[src/mccs_pkg.sv]
// Constants shared by the MII carrier and collision status block.
// Assumes a single 20 MHz system clock.
package mccs_pkg;
	// ---------------------------------------------------------------
	// Clock and timing
	// ---------------------------------------------------------------
	localparam int CLK_PERIOD_NS = 50; // 20 MHz
	localparam int SQE_DELAY_NS = 1000; // Quiet gap after transmit ends
	localparam int SQE_WIDTH_NS = 1000; // Length of heartbeat pulse
	// Least times round up to whole cycles
	localparam int SQE_DELAY_CYC = (SQE_DELAY_NS + CLK_PERIOD_NS - 1) / CLK_PERIOD_NS;
	localparam int SQE_WIDTH_CYC = (SQE_WIDTH_NS + CLK_PERIOD_NS - 1) / CLK_PERIOD_NS;
	localparam int SQE_CNT_W = 8;

	// ---------------------------------------------------------------
	// Register map (word index, byte address is index times four)
	// ---------------------------------------------------------------
	localparam int ADDR_W = 8;
	localparam int DATA_W = 32;
	localparam logic [ADDR_W-1:0] IDX_CTRL = 8'h10;
	localparam logic [ADDR_W-1:0] IDX_STAT = 8'h11;
	localparam logic [ADDR_W-1:0] IDX_CFG = 8'h12; // Register 18
	// Control fields
	localparam int CTRL_SPEED_100 = 0;
	localparam int CTRL_FULL_DUPLEX = 1;
	localparam int CTRL_REPEATER = 2;
	localparam logic [2:0] CTRL_RESET = 3'h0;
	// Configuration fields
	localparam int CFG_HB_SUPPRESS = 2; // Bit 18.2
	localparam logic CFG_RESET = 1'b0;
	// Status fields
	localparam int STAT_COL = 0;
	localparam int STAT_CRS = 1;
	localparam int STAT_RX_ACT = 2;
	localparam int STAT_TX_ACT = 3;
	localparam int STAT_HB = 4;

	// ---------------------------------------------------------------
	// Receive code stream
	// ---------------------------------------------------------------
	localparam int SYMBOL_BITS = 10;

	// Heartbeat sequencer, Gray from IDLE to WAIT to PULSE
	typedef enum logic [1:0] {
		MCCS_HB_IDLE = 2'h0,
		MCCS_HB_WAIT = 2'h1,
		MCCS_HB_PULSE = 2'h3
	} mccs_hb_t;
endpackage

[src/mccs_sym_act.sv]
// Receive activity detector for the 100 Mb/s code stream.
// Assumes code bits arrive on the system clock with a valid strobe.
`timescale 1ns/1ps
`default_nettype none
module mccs_sym_act
	import mccs_pkg::*;
#(
	parameter int WIN = SYMBOL_BITS
)(
	// Clock and reset
	input wire logic clk,
	input wire logic reset,
	// Code stream
	input wire logic code_bit,
	input wire logic code_valid,
	// Result
	output logic active
);
	// ---------------------------------------------------------------
	// State
	// ---------------------------------------------------------------
	typedef struct packed {
		logic [WIN-1:0] win; // Last WIN code bits
		logic act; // Activity flag
	} mccs_sa_t;

	mccs_sa_t s_ff;
	mccs_sa_t nxt_s;

	// Two zeros with at least one bit between them
	function automatic logic split_zeros(input logic [WIN-1:0] w);
		logic hit;
		hit = 1'b0;
		for (int i = 0; i < WIN; i++)
		begin
			for (int j = i + 2; j < WIN; j++)
			begin
				if (!w[i] && !w[j])
				begin
					hit = 1'b1;
				end
			end
		end
		return hit;
	endfunction

	// ---------------------------------------------------------------
	// Next state
	// ---------------------------------------------------------------
	// Idle line is all ones, so activity drops once zeros leave
	always_comb
	begin
		nxt_s = s_ff;
		if (code_valid)
		begin
			nxt_s.win = {s_ff.win[WIN-2:0], code_bit};
			nxt_s.act = split_zeros({s_ff.win[WIN-2:0], code_bit});
		end
	end

	// Register
	always_ff @(posedge clk)
	begin
		if (reset)
		begin
			s_ff <= '{win: '1, act: 1'b0};
		end
		else
		begin
			s_ff <= nxt_s;
		end
	end

	assign active = s_ff.act;
endmodule
`default_nettype wire

[src/mccs_top.sv]
// Carrier sense, collision and speed status toward the MAC.
// Assumes pins and MAC transmit enable are asynchronous to clk;
// the 100 Mb/s code stream comes from same-clock receive logic.
`timescale 1ns/1ps
`default_nettype none
module mccs_top
	import mccs_pkg::*;
#(
	parameter int HB_DELAY = SQE_DELAY_CYC,
	parameter int HB_WIDTH = SQE_WIDTH_CYC
)(
	// Clock and synchronous reset
	input wire logic clk,
	input wire logic reset,
	// Device pins
	input wire logic hardware_reset_low_in,
	input wire logic mdc,
	// MAC side, asynchronous
	input wire logic tx_en,
	// Medium receive side
	input wire logic rx_unsquelched,
	input wire logic rx_code_bit,
	input wire logic rx_code_valid,
	// Register port
	input wire logic [ADDR_W-1:0] reg_addr,
	input wire logic [DATA_W-1:0] reg_wdata,
	input wire logic reg_wr,
	input wire logic reg_rd,
	output logic [DATA_W-1:0] reg_rdata,
	// Status toward MAC
	output logic col,
	output logic crs,
	output logic speed_indicator_out,
	// Management timing
	output logic mgmt_sample_strobe
);
	// ---------------------------------------------------------------
	// State
	// ---------------------------------------------------------------
	typedef struct packed {
		logic hwr_s1; // Reset pin, first stage
		logic hwr_s2; // Reset pin, second stage
		logic tx_s1; // Transmit enable sync
		logic tx_s2;
		logic tx_d; // Edge detect copy
		logic rx_s1; // Unsquelched line sync
		logic rx_s2;
		logic mdc_s1; // Management clock sync
		logic mdc_s2;
		logic mdc_d;
		logic [2:0] ctrl; // Speed, duplex, repeater
		logic hb_sup; // Heartbeat suppress
		mccs_hb_t hb; // Heartbeat sequencer
		logic [SQE_CNT_W-1:0] hb_cnt;
		logic col; // Output copies
		logic crs;
		logic spd;
		logic mgmt;
		logic [DATA_W-1:0] rdata;
	} mccs_st_t;

	localparam mccs_st_t ST_RESET = '{
		hwr_s1: 1'b0,
		hwr_s2: 1'b0,
		tx_s1: 1'b0,
		tx_s2: 1'b0,
		tx_d: 1'b0,
		rx_s1: 1'b0,
		rx_s2: 1'b0,
		mdc_s1: 1'b0,
		mdc_s2: 1'b0,
		mdc_d: 1'b0,
		ctrl: CTRL_RESET,
		hb_sup: CFG_RESET,
		hb: MCCS_HB_IDLE,
		hb_cnt: '0,
		col: 1'b0,
		crs: 1'b0,
		spd: 1'b0,
		mgmt: 1'b0,
		rdata: '0
	};

	// Counter targets; the counter is eight bits, so parameters stay below 256
	localparam logic [SQE_CNT_W-1:0] HB_DELAY_C = SQE_CNT_W'(HB_DELAY);
	localparam logic [SQE_CNT_W-1:0] HB_WIDTH_C = SQE_CNT_W'(HB_WIDTH);

	mccs_st_t s_ff;
	mccs_st_t nxt_s;

	// Combinational helpers
	logic sym_act; // 100M activity from detector
	logic core_rst; // Reset of the code activity detector, system reset or synced pin reset
	logic speed_100;
	logic full_dup;
	logic repeater;
	logic rx_act;
	logic tx_act;
	logic hb_on;

	// Word index of a byte address
	// The low two address bits are dropped, so any byte lane hits its word
	function automatic logic [ADDR_W-1:0] word_idx(input logic [ADDR_W-1:0] a);
		return {2'h0, a[ADDR_W-1:2]};
	endfunction

	// ---------------------------------------------------------------
	// Receive code activity
	// ---------------------------------------------------------------
	// Held in reset with the core so a stale window cannot leak out
	// The detector sits on the same clock, so no sync is needed here
	assign core_rst = reset || !s_ff.hwr_s2;

	mccs_sym_act #(
		.WIN(SYMBOL_BITS)
	) u_sym_act (
		.clk(clk),
		.reset(core_rst),
		.code_bit(rx_code_bit),
		.code_valid(rx_code_valid),
		.active(sym_act)
	);

	// ---------------------------------------------------------------
	// Mode decode and activity
	// ---------------------------------------------------------------
	always_comb
	begin
		speed_100 = s_ff.ctrl[CTRL_SPEED_100];
		full_dup = s_ff.ctrl[CTRL_FULL_DUPLEX];
		repeater = s_ff.ctrl[CTRL_REPEATER];
		tx_act = s_ff.tx_s2;
		// Speed picks the activity source
		// Both sources are kept live so a speed change needs no flush
		if (speed_100)
		begin
			rx_act = sym_act;
		end
		else
		begin
			rx_act = s_ff.rx_s2;
		end
		// Heartbeat only reaches the pin when not suppressed
		hb_on = (s_ff.hb == MCCS_HB_PULSE) && !s_ff.hb_sup;
	end

	// ---------------------------------------------------------------
	// Next state
	// ---------------------------------------------------------------
	always_comb
	begin
		nxt_s = s_ff;

		// Pin synchronisers, never held by the pin reset
		// They clear only on reset, so the core wakes up in pin reset
		nxt_s.hwr_s1 = hardware_reset_low_in;
		nxt_s.hwr_s2 = s_ff.hwr_s1;
		nxt_s.tx_s1 = tx_en;
		nxt_s.tx_s2 = s_ff.tx_s1;
		nxt_s.tx_d = s_ff.tx_s2;
		nxt_s.rx_s1 = rx_unsquelched;
		nxt_s.rx_s2 = s_ff.rx_s1;
		nxt_s.mdc_s1 = mdc;
		nxt_s.mdc_s2 = s_ff.mdc_s1;
		nxt_s.mdc_d = s_ff.mdc_s2;

		// Management data sampled on rising management clock
		// Strobe lags the pin by three edges, small beside any legal period
		nxt_s.mgmt = s_ff.mdc_s2 && !s_ff.mdc_d;

		// Register writes
		if (reg_wr)
		begin
			case (word_idx(reg_addr))
				IDX_CTRL:
				begin
					nxt_s.ctrl = reg_wdata[2:0];
				end
				IDX_CFG:
				begin
					nxt_s.hb_sup = reg_wdata[CFG_HB_SUPPRESS];
				end
				default:
				begin
					// Unmapped or read-only: ignored
				end
			endcase
		end

		// Register reads, data valid one cycle only
		// Cleared every cycle so the port reads zero between reads
		nxt_s.rdata = '0;
		if (reg_rd)
		begin
			case (word_idx(reg_addr))
				IDX_CTRL:
				begin
					nxt_s.rdata[2:0] = s_ff.ctrl;
				end
				IDX_STAT:
				begin
					// Live snapshot; nothing here clears on read
					nxt_s.rdata[STAT_COL] = s_ff.col;
					nxt_s.rdata[STAT_CRS] = s_ff.crs;
					nxt_s.rdata[STAT_RX_ACT] = rx_act;
					nxt_s.rdata[STAT_TX_ACT] = tx_act;
					nxt_s.rdata[STAT_HB] = s_ff.hb == MCCS_HB_PULSE;
				end
				IDX_CFG:
				begin
					nxt_s.rdata[CFG_HB_SUPPRESS] = s_ff.hb_sup;
				end
				default:
				begin
					// Unmapped reads return zero
				end
			endcase
		end

		// Heartbeat sequencer: after each 10M half-duplex frame
		// One counter serves both the gap and the pulse, saving flops
		case (s_ff.hb)
			MCCS_HB_IDLE:
			begin
				nxt_s.hb_cnt = '0;
				// Falling transmit enable starts the test
				if (s_ff.tx_d && !tx_act && !speed_100 && !full_dup)
				begin
					nxt_s.hb = MCCS_HB_WAIT;
				end
			end
			MCCS_HB_WAIT:
			begin
				nxt_s.hb_cnt = s_ff.hb_cnt + 1'b1;
				// New frame cancels a pending test
				if (tx_act)
				begin
					nxt_s.hb = MCCS_HB_IDLE;
				end
				else if (s_ff.hb_cnt == HB_DELAY_C - 1'b1)
				begin
					nxt_s.hb = MCCS_HB_PULSE;
					nxt_s.hb_cnt = '0;
				end
			end
			MCCS_HB_PULSE:
			begin
				nxt_s.hb_cnt = s_ff.hb_cnt + 1'b1;
				if (s_ff.hb_cnt == HB_WIDTH_C - 1'b1)
				begin
					nxt_s.hb = MCCS_HB_IDLE;
				end
			end
			default:
			begin
				nxt_s.hb = MCCS_HB_IDLE;
			end
		endcase

		// Collision: pin is free-running level, MAC syncs it
		// Full duplex is tested first so a heartbeat can never leak out
		if (full_dup)
		begin
			nxt_s.col = 1'b0;
		end
		else
		begin
			nxt_s.col = (rx_act && tx_act) || hb_on;
		end

		// Carrier sense: own transmit counts only in half duplex with repeater mode off
		if (full_dup || repeater)
		begin
			nxt_s.crs = rx_act;
		end
		else
		begin
			nxt_s.crs = rx_act || tx_act;
		end

		// Speed indicator follows the selected mode
		// Low while the 10M path is selected, high for 100M
		nxt_s.spd = speed_100;

		// Pin reset holds all but the synchronisers
		// Kept last so the pin beats a register write in the same cycle
		if (!s_ff.hwr_s2)
		begin
			nxt_s.ctrl = ST_RESET.ctrl;
			nxt_s.hb_sup = ST_RESET.hb_sup;
			nxt_s.hb = ST_RESET.hb;
			nxt_s.hb_cnt = ST_RESET.hb_cnt;
			nxt_s.col = 1'b0;
			nxt_s.crs = 1'b0;
			nxt_s.spd = 1'b0;
			nxt_s.mgmt = 1'b0;
			nxt_s.rdata = '0;
		end
	end

	// ---------------------------------------------------------------
	// Register
	// ---------------------------------------------------------------
	always_ff @(posedge clk)
	begin
		if (reset)
		begin
			s_ff <= ST_RESET;
		end
		else
		begin
			s_ff <= nxt_s;
		end
	end

	// ---------------------------------------------------------------
	// Outputs, all straight from flip-flops
	// ---------------------------------------------------------------
	// No decode reaches a pin, so the MAC never sees a glitch
	assign col = s_ff.col;
	assign crs = s_ff.crs;
	assign speed_indicator_out = s_ff.spd;
	assign mgmt_sample_strobe = s_ff.mgmt;
	assign reg_rdata = s_ff.rdata;
endmodule
`default_nettype wire

[config.mk]
export PLATFORM = sky130hd
export DESIGN_NAME = mccs_top
export DESIGN_NICKNAME = d
export VERILOG_FILES = /design/src/mccs_pkg.sv /design/src/mccs_sym_act.sv /design/src/mccs_top.sv
export SDC_FILE = /design/constraint.sdc
export NUM_CORES = 1
export LEC_CHECK = 0
export BUFFER_PORTS_ARGS = -buffer_cell sky130_fd_sc_hd__clkbuf_2
export CORE_MARGIN = 1.5
export CORE_UTILIZATION = 47
export CTS_CLUSTER_DIAMETER = 200
export DETAILED_ROUTE_END_ITERATION = 12
export GPL_ROUTABILITY_DRIVEN = 0
export GPL_TIMING_DRIVEN = 0
export PLACE_DENSITY = 0.81
export SETUP_SLACK_MARGIN = 0.4
export SLEW_MARGIN = 20
export SYNTH_ARGS = -nofsm -noshare
export SYNTH_HDL_FRONTEND = slang
export SYNTH_SLANG_ARGS = --single-unit
[constraint.sdc]
create_clock -name clk -period 1.88 [get_ports clk]
set_input_delay 0.564 -clock clk [delete_from_list [all_inputs] [get_ports clk]]
set_output_delay 0.564 -clock clk [all_outputs]
set_load 0.01 [all_outputs]
# == Word-level counts from Yosys, hierarchy flattened ==
# Index checks and enable logic that the tools add are counted.
# totals
wordCells,154
register_bits,70
input_bits,50
out_inout_bits,36
# classes
add_sub_neg,1
reduce_logical,71
n_eq_ne,9
bitwise,3
muxes,47
# op_table
cell,n
logical AND 1 bit,42
two-way mux 1 bit,38
case mux 8 bit (3 select lines),1
"equality test 6 x 5 -> 1 bit, second input constant",3
zero test 1 bit,16
two-way mux 10 bit,1
"adder 8 x 1 -> 8 bit, second input constant",1
"equality test 8 x 5 -> 1 bit, second input constant",1
two-way mux 8 bit,1
two-way mux 2 bit,3
case mux 2 bit (3 select lines),1
OR reduction 3 bit,2
logical OR 1 bit,4
case mux 2 bit (2 select lines),1
AND reduction 2 bit,2
OR reduction 4 bit,1
"!= test 3 bit, second input constant",1
NOT 1 bit,3
case mux 1 bit (3 select lines),1
AND reduction 3 bit,1
nonzero test 3 bit,1
"equality test 2 x 1 -> 1 bit, second input constant",1
"equality test 2 bit, second input constant",1
zero test 2 bit,1
3 further kinds,3

# == Longest topological paths before layout ==
# logic_depth
depth_word,38
mapped_depth,5
depth_no_buf,5

# == By module ==
# From an unflattened synthesis, not the netlist that was laid out.
# unflattened
hier_cells,212
hier_area_um2,1976.9
# by_module_without_submodules
module,n_inst,area_per_inst_um2,cells_per_inst,seq_area_each_um2
mccs_top,1,1541.5,167,660.6
mccs_sym_act,1,435.4,45,200.2

# == Worst setup path after synthesis ==
# Ideal clock, no wire load.
# synth_timing
kind,input to register
start,input port reg_addr[5]
end,"register s_ff, in the netlist full_dup"
path_slack_ns,0.409
arrival_time_ns,1.356
stages,4
setup_ns,0.114
n_path_buf,0
cell_sequence,nor4b_4 -> and4bb_4 -> mux2i_1 -> nor2_1
# synth_between
elab_chain_len,2
# synth_rtl
element,line_no,rtl
"start, declared",mccs_top.sv:25,"input wire logic [ADDR_W-1:0] reg_addr,"
equality test 6 x 5 -> 1 bit,mccs_top.sv:174,case (word_idx(reg_addr))
AND reduction 2 bit (no source line),-,
"end signal, assigned",mccs_top.sv:312,s_ff <= nxt_s;
"end, declared",mccs_top.sv:88,mccs_st_t s_ff;
# Every way passes these cells.
# A chain may end at the register's enable or synchronous reset.

# == Worst setup path in the final report ==
# layout_timing
start,"register s_ff, in the netlist reg_rdata[4]"
end,output port reg_rdata[4]
# layout_rtl
element,line_no,rtl
"end, declared",mccs_top.sv:29,"output logic [DATA_W-1:0] reg_rdata,"
# No word-level cell between the ends.

==> results.sh <==
export IMPL_vias=1545
export IMPL_ctsResizeCount=0
export IMPL_min_period_ns=1.40
export IMPL_rrSetupSlack_ns=0.49
export IMPL_pwr_share_clk_pct=41.9
export IMPL_rr_endpoint="s_ff[37]"
export IMPL_start_kind="register"
export IMPL_yosysTopAreaCellShare_pct=42.9
export IMPL_antenna_found_initial=0
export IMPL_fin_nets=322
export IMPL_ys_flop_type="dfxtp_1"
export IMPL_multiInputGateArea_um2=945
export IMPL_synth_async_reset_ratio_pct=0
export IMPL_syn2layout_area_growth_pct=21.0
export IMPL_r2r_start="s_ff[37]"
export IMPL_grt_pass1_vias=1320
export IMPL_synth_edf_count=0
export IMPL_port_buffers=25
export IMPL_seq_power_share_pct=50.7
export IMPL_outcome="finished, final reports clean"
export IMPL_hold_path_class="reg -> reg"
export IMPL_finalSetupViolations=0
export IMPL_synth_largest_area_cell="dfxtp_1"
export IMPL_cts_buffers=5
export IMPL_fp_dieH_um=68.3
export IMPL_wirelength_um=3390
export IMPL_seq_area_um2=862
export IMPL_io_pins=86
export IMPL_intPower_w=0.00143
export IMPL_die_x_um=68.3
export IMPL_grt_total_usage_pct=15.6
export IMPL_arrival_ns=0.84
export IMPL_syn_area_mm2=0.00201
export IMPL_drive_gt1_share_pct=28.7
export IMPL_hold_buffers=0
export IMPL_path_max_fanout=1
export IMPL_drt_first_pass_iters=4
export IMPL_syn_avg_cell_area_um2=9.42
export IMPL_cp_required_ns=1.32
export IMPL_finalWorstSetupSlack_ns=0.478
export IMPL_die_area_mm2=0.00467
export IMPL_max_cap_violations=0
export IMPL_synth_cells=213
export IMPL_row_count=23
export IMPL_hold_viol=0
export IMPL_r2r_cells=5
export IMPL_cts_sinks=43
export IMPL_total_leakage_power_nw=1.09
export IMPL_p_sw_w=0.000394
export IMPL_core_area_mm2=0.00406
export IMPL_skew_ns=0.00368
export IMPL_max_clock_freq_ghz=0.713
export IMPL_ant_nets=0
export IMPL_startpoint="reg_rdata[4]"
export IMPL_start_util_pct=49.4
export IMPL_endpoint="reg_rdata[4]"
export IMPL_peakVddDrop_v=0.000571
export IMPL_cts_tree="built"
export IMPL_share_comb_of_total_power_pct=7.4
export IMPL_crit_type="reg -> out"
export IMPL_n_antenna_cell=0
export IMPL_synth_seq_cells=43
export IMPL_overflow=0
export IMPL_power_total_w=0.00182
export IMPL_clkLatencyLatePin_ns=0.30
export IMPL_drt_iter0_markers=77
export IMPL_tns_ns=0
export IMPL_drc_errors=0
export IMPL_rsz0062_at_grt="true"
export IMPL_ys_seq_area_share_pct=42.9
export IMPL_swShare_pct=21.7
export IMPL_cts_htree_levels=2
export IMPL_postCtsSetupBuffers=0
export IMPL_path_clk_slew_ns=0.08
export IMPL_fillCellCount=354
export IMPL_yosys_warnings=0
export IMPL_period_share_pct=74.6
export IMPL_maxSlewViolCount=0
export IMPL_hpwl_um=2490
export IMPL_wl_per_cell_um=10.5
export IMPL_place_ws_ns=0.144
export IMPL_via_per_inst=4.80
export IMPL_ys_types=41
export IMPL_powerDensity_mw_per_mm2=750
export IMPL_cts_buffer_depth=2
export IMPL_grt_pass1_wl_um=5440
export IMPL_cts_root_buffer="clkbuf_8"
export IMPL_grt_max_degree=15
export IMPL_yosys_top_cells_area="dfxtp_1 43%, buf_4 12%, mux2i_1 8.5%, nand2_1 3.7%, nor2b_1 3.7%"
export IMPL_critPathCaptureType="output port"
[state kept, by name, summed over array words and instances, names as in the netlist]
register,count
mgmt_sample_strobe,1
reg_rdata,5
full_dup,1
s_ff,16
nxt_s,5
repeater,1
tx_act,1
speed_indicator_out,1
col,1
crs,1
u_sym_act.s_ff,9
u_sym_act.active,1
[layout by cell type (no fill, tap or decap), types with 2 or more instances in the layout]
| cell | netlist | final |
|---|---|---|
| o2111ai_1 | 2 | 2 |
| buf_4 | 33 | 33 |
| conb_1 | 1 | 27 |
| nand2b_1 | 2 | 2 |
| nor3_1 | 4 | 4 |
| and3_1 | 3 | 3 |
| clkbuf_2 | 0 | 25 |
| clkbuf_8 | 2 | 8 |
| nand3_1 | 7 | 7 |
| a31oi_1 | 2 | 2 |
| nand2_1 | 20 | 20 |
| nand3b_1 | 2 | 2 |
| o21ai_0 | 4 | 4 |
| nor2_1 | 17 | 17 |
| a22oi_1 | 2 | 2 |
| a21oi_1 | 11 | 11 |
| clkbuf_1 | 3 | 3 |
| nor4b_4 | 1 | 2 |
| nand4b_1 | 3 | 3 |
| a311oi_1 | 2 | 2 |
| dfxtp_1 | 43 | 42 |
| buf_2 | 2 | 2 |
| nor2b_1 | 12 | 11 |
| mux2i_1 | 17 | 17 |
[layer usage]
layer / routed length (um) / vias up / global-route usage [%]
met4: 65 / 0 / 7.25
met2: 1660 / 40 / 25.2
met1: 1510 / 702 / 18.8
met5: 0 / - / 0
met3: 156 / 10 / 4.93
li1: - / 793 / -
[Yosys cell counts (2+ instances only)]
cell type	number
nor3_1	4
nand2_1	20
a21oi_1	11
nand2b_1	2
clkbuf_1	3
nor2b_1	12
dfxtp_1	43
buf_4	33
nand3b_1	2
a311oi_1	2
o21ai_0	4
a31oi_1	2
buf_2	2
a22oi_1	2
nor2_1	17
o2111ai_1	2
mux2i_1	17
and3_1	3
clkbuf_8	2
nand3_1	7
nand4b_1	3
[critical path, cell delays in order (launching register included)]
cell and delay, ns:
dfxtp_1 0.31, buf_4 0.12, clkbuf_2 0.11
[logic make-up (layout without fill, tap and decap cells)]
kind of cell / after synthesis / count (layout) / synth area share [%]
muxes: 17 / 17 / 8.48
other: 1 / 27 / 0.187
AOI/OAI and AO/OA: 26 / 26 / 8.23
adders and majority gates: 1 / 1 / 0.624
and+or+nand+nor: 82 / 82 / 23.6
buffers and inverters: 42 / 75 / 15.5
DFF: 43 / 43 / 42.9
xor gates and xnor gates: 1 / 1 / 0.437
[worst min path at each step]
stage,slack [ns],end,depth (start not counted),startpoint
3_5_place_dp,0.42,s_ff[58],1,nxt_s[58]
3_3_place_gp,0.42,s_ff[58],1,nxt_s[58]
5_1_grt,0.46,s_ff[58],1,nxt_s[58]
4_1_cts,0.44,s_ff[58],1,nxt_s[58]
2_1_floorplan,0.41,nxt_s[50],1,nxt_s[51]
6_report,0.44,s_ff[58],1,nxt_s[58]
[layout make-up]
cell class	count	area share (%)
Buffer	41	12.7
Multi-Input combinational cell	154	38.9
Inverter	1	0.155
Tap cell	50	2.58
Clock inverter	2	1.60
Sequential cell	43	35.5
Clock buffer	6	3.40
Timing Repair Buffer	25	5.15
[metrics by stage]
stage | cell area [um2] | hold slack, ns | utilization, % | instances
floorplan | 2100 | 0.414 | - | 239
global placement | 2290 | 0.418 | 56.5 | 314
detailed placement | 2290 | 0.422 | 56.5 | 314
CTS | 2410 | 0.442 | 59.5 | 322
global route | 2430 | 0.459 | 59.8 | 322
finish | 2430 | 0.439 | 59.8 | 322
[power by group through the flow]
stage          Combinational, W  Sequential [W]  Clock (W)
2_1_floorplan          0.000105        0.000944          0
3_3_place_gp           0.000131        0.000945          0
3_5_place_dp           0.000132        0.000945          0
4_1_cts                0.000132        0.000923   0.000773
5_1_grt                0.000148        0.000925   0.000809
6_report               0.000134        0.000923   0.000763
Power figures use the tool's default switching activity.
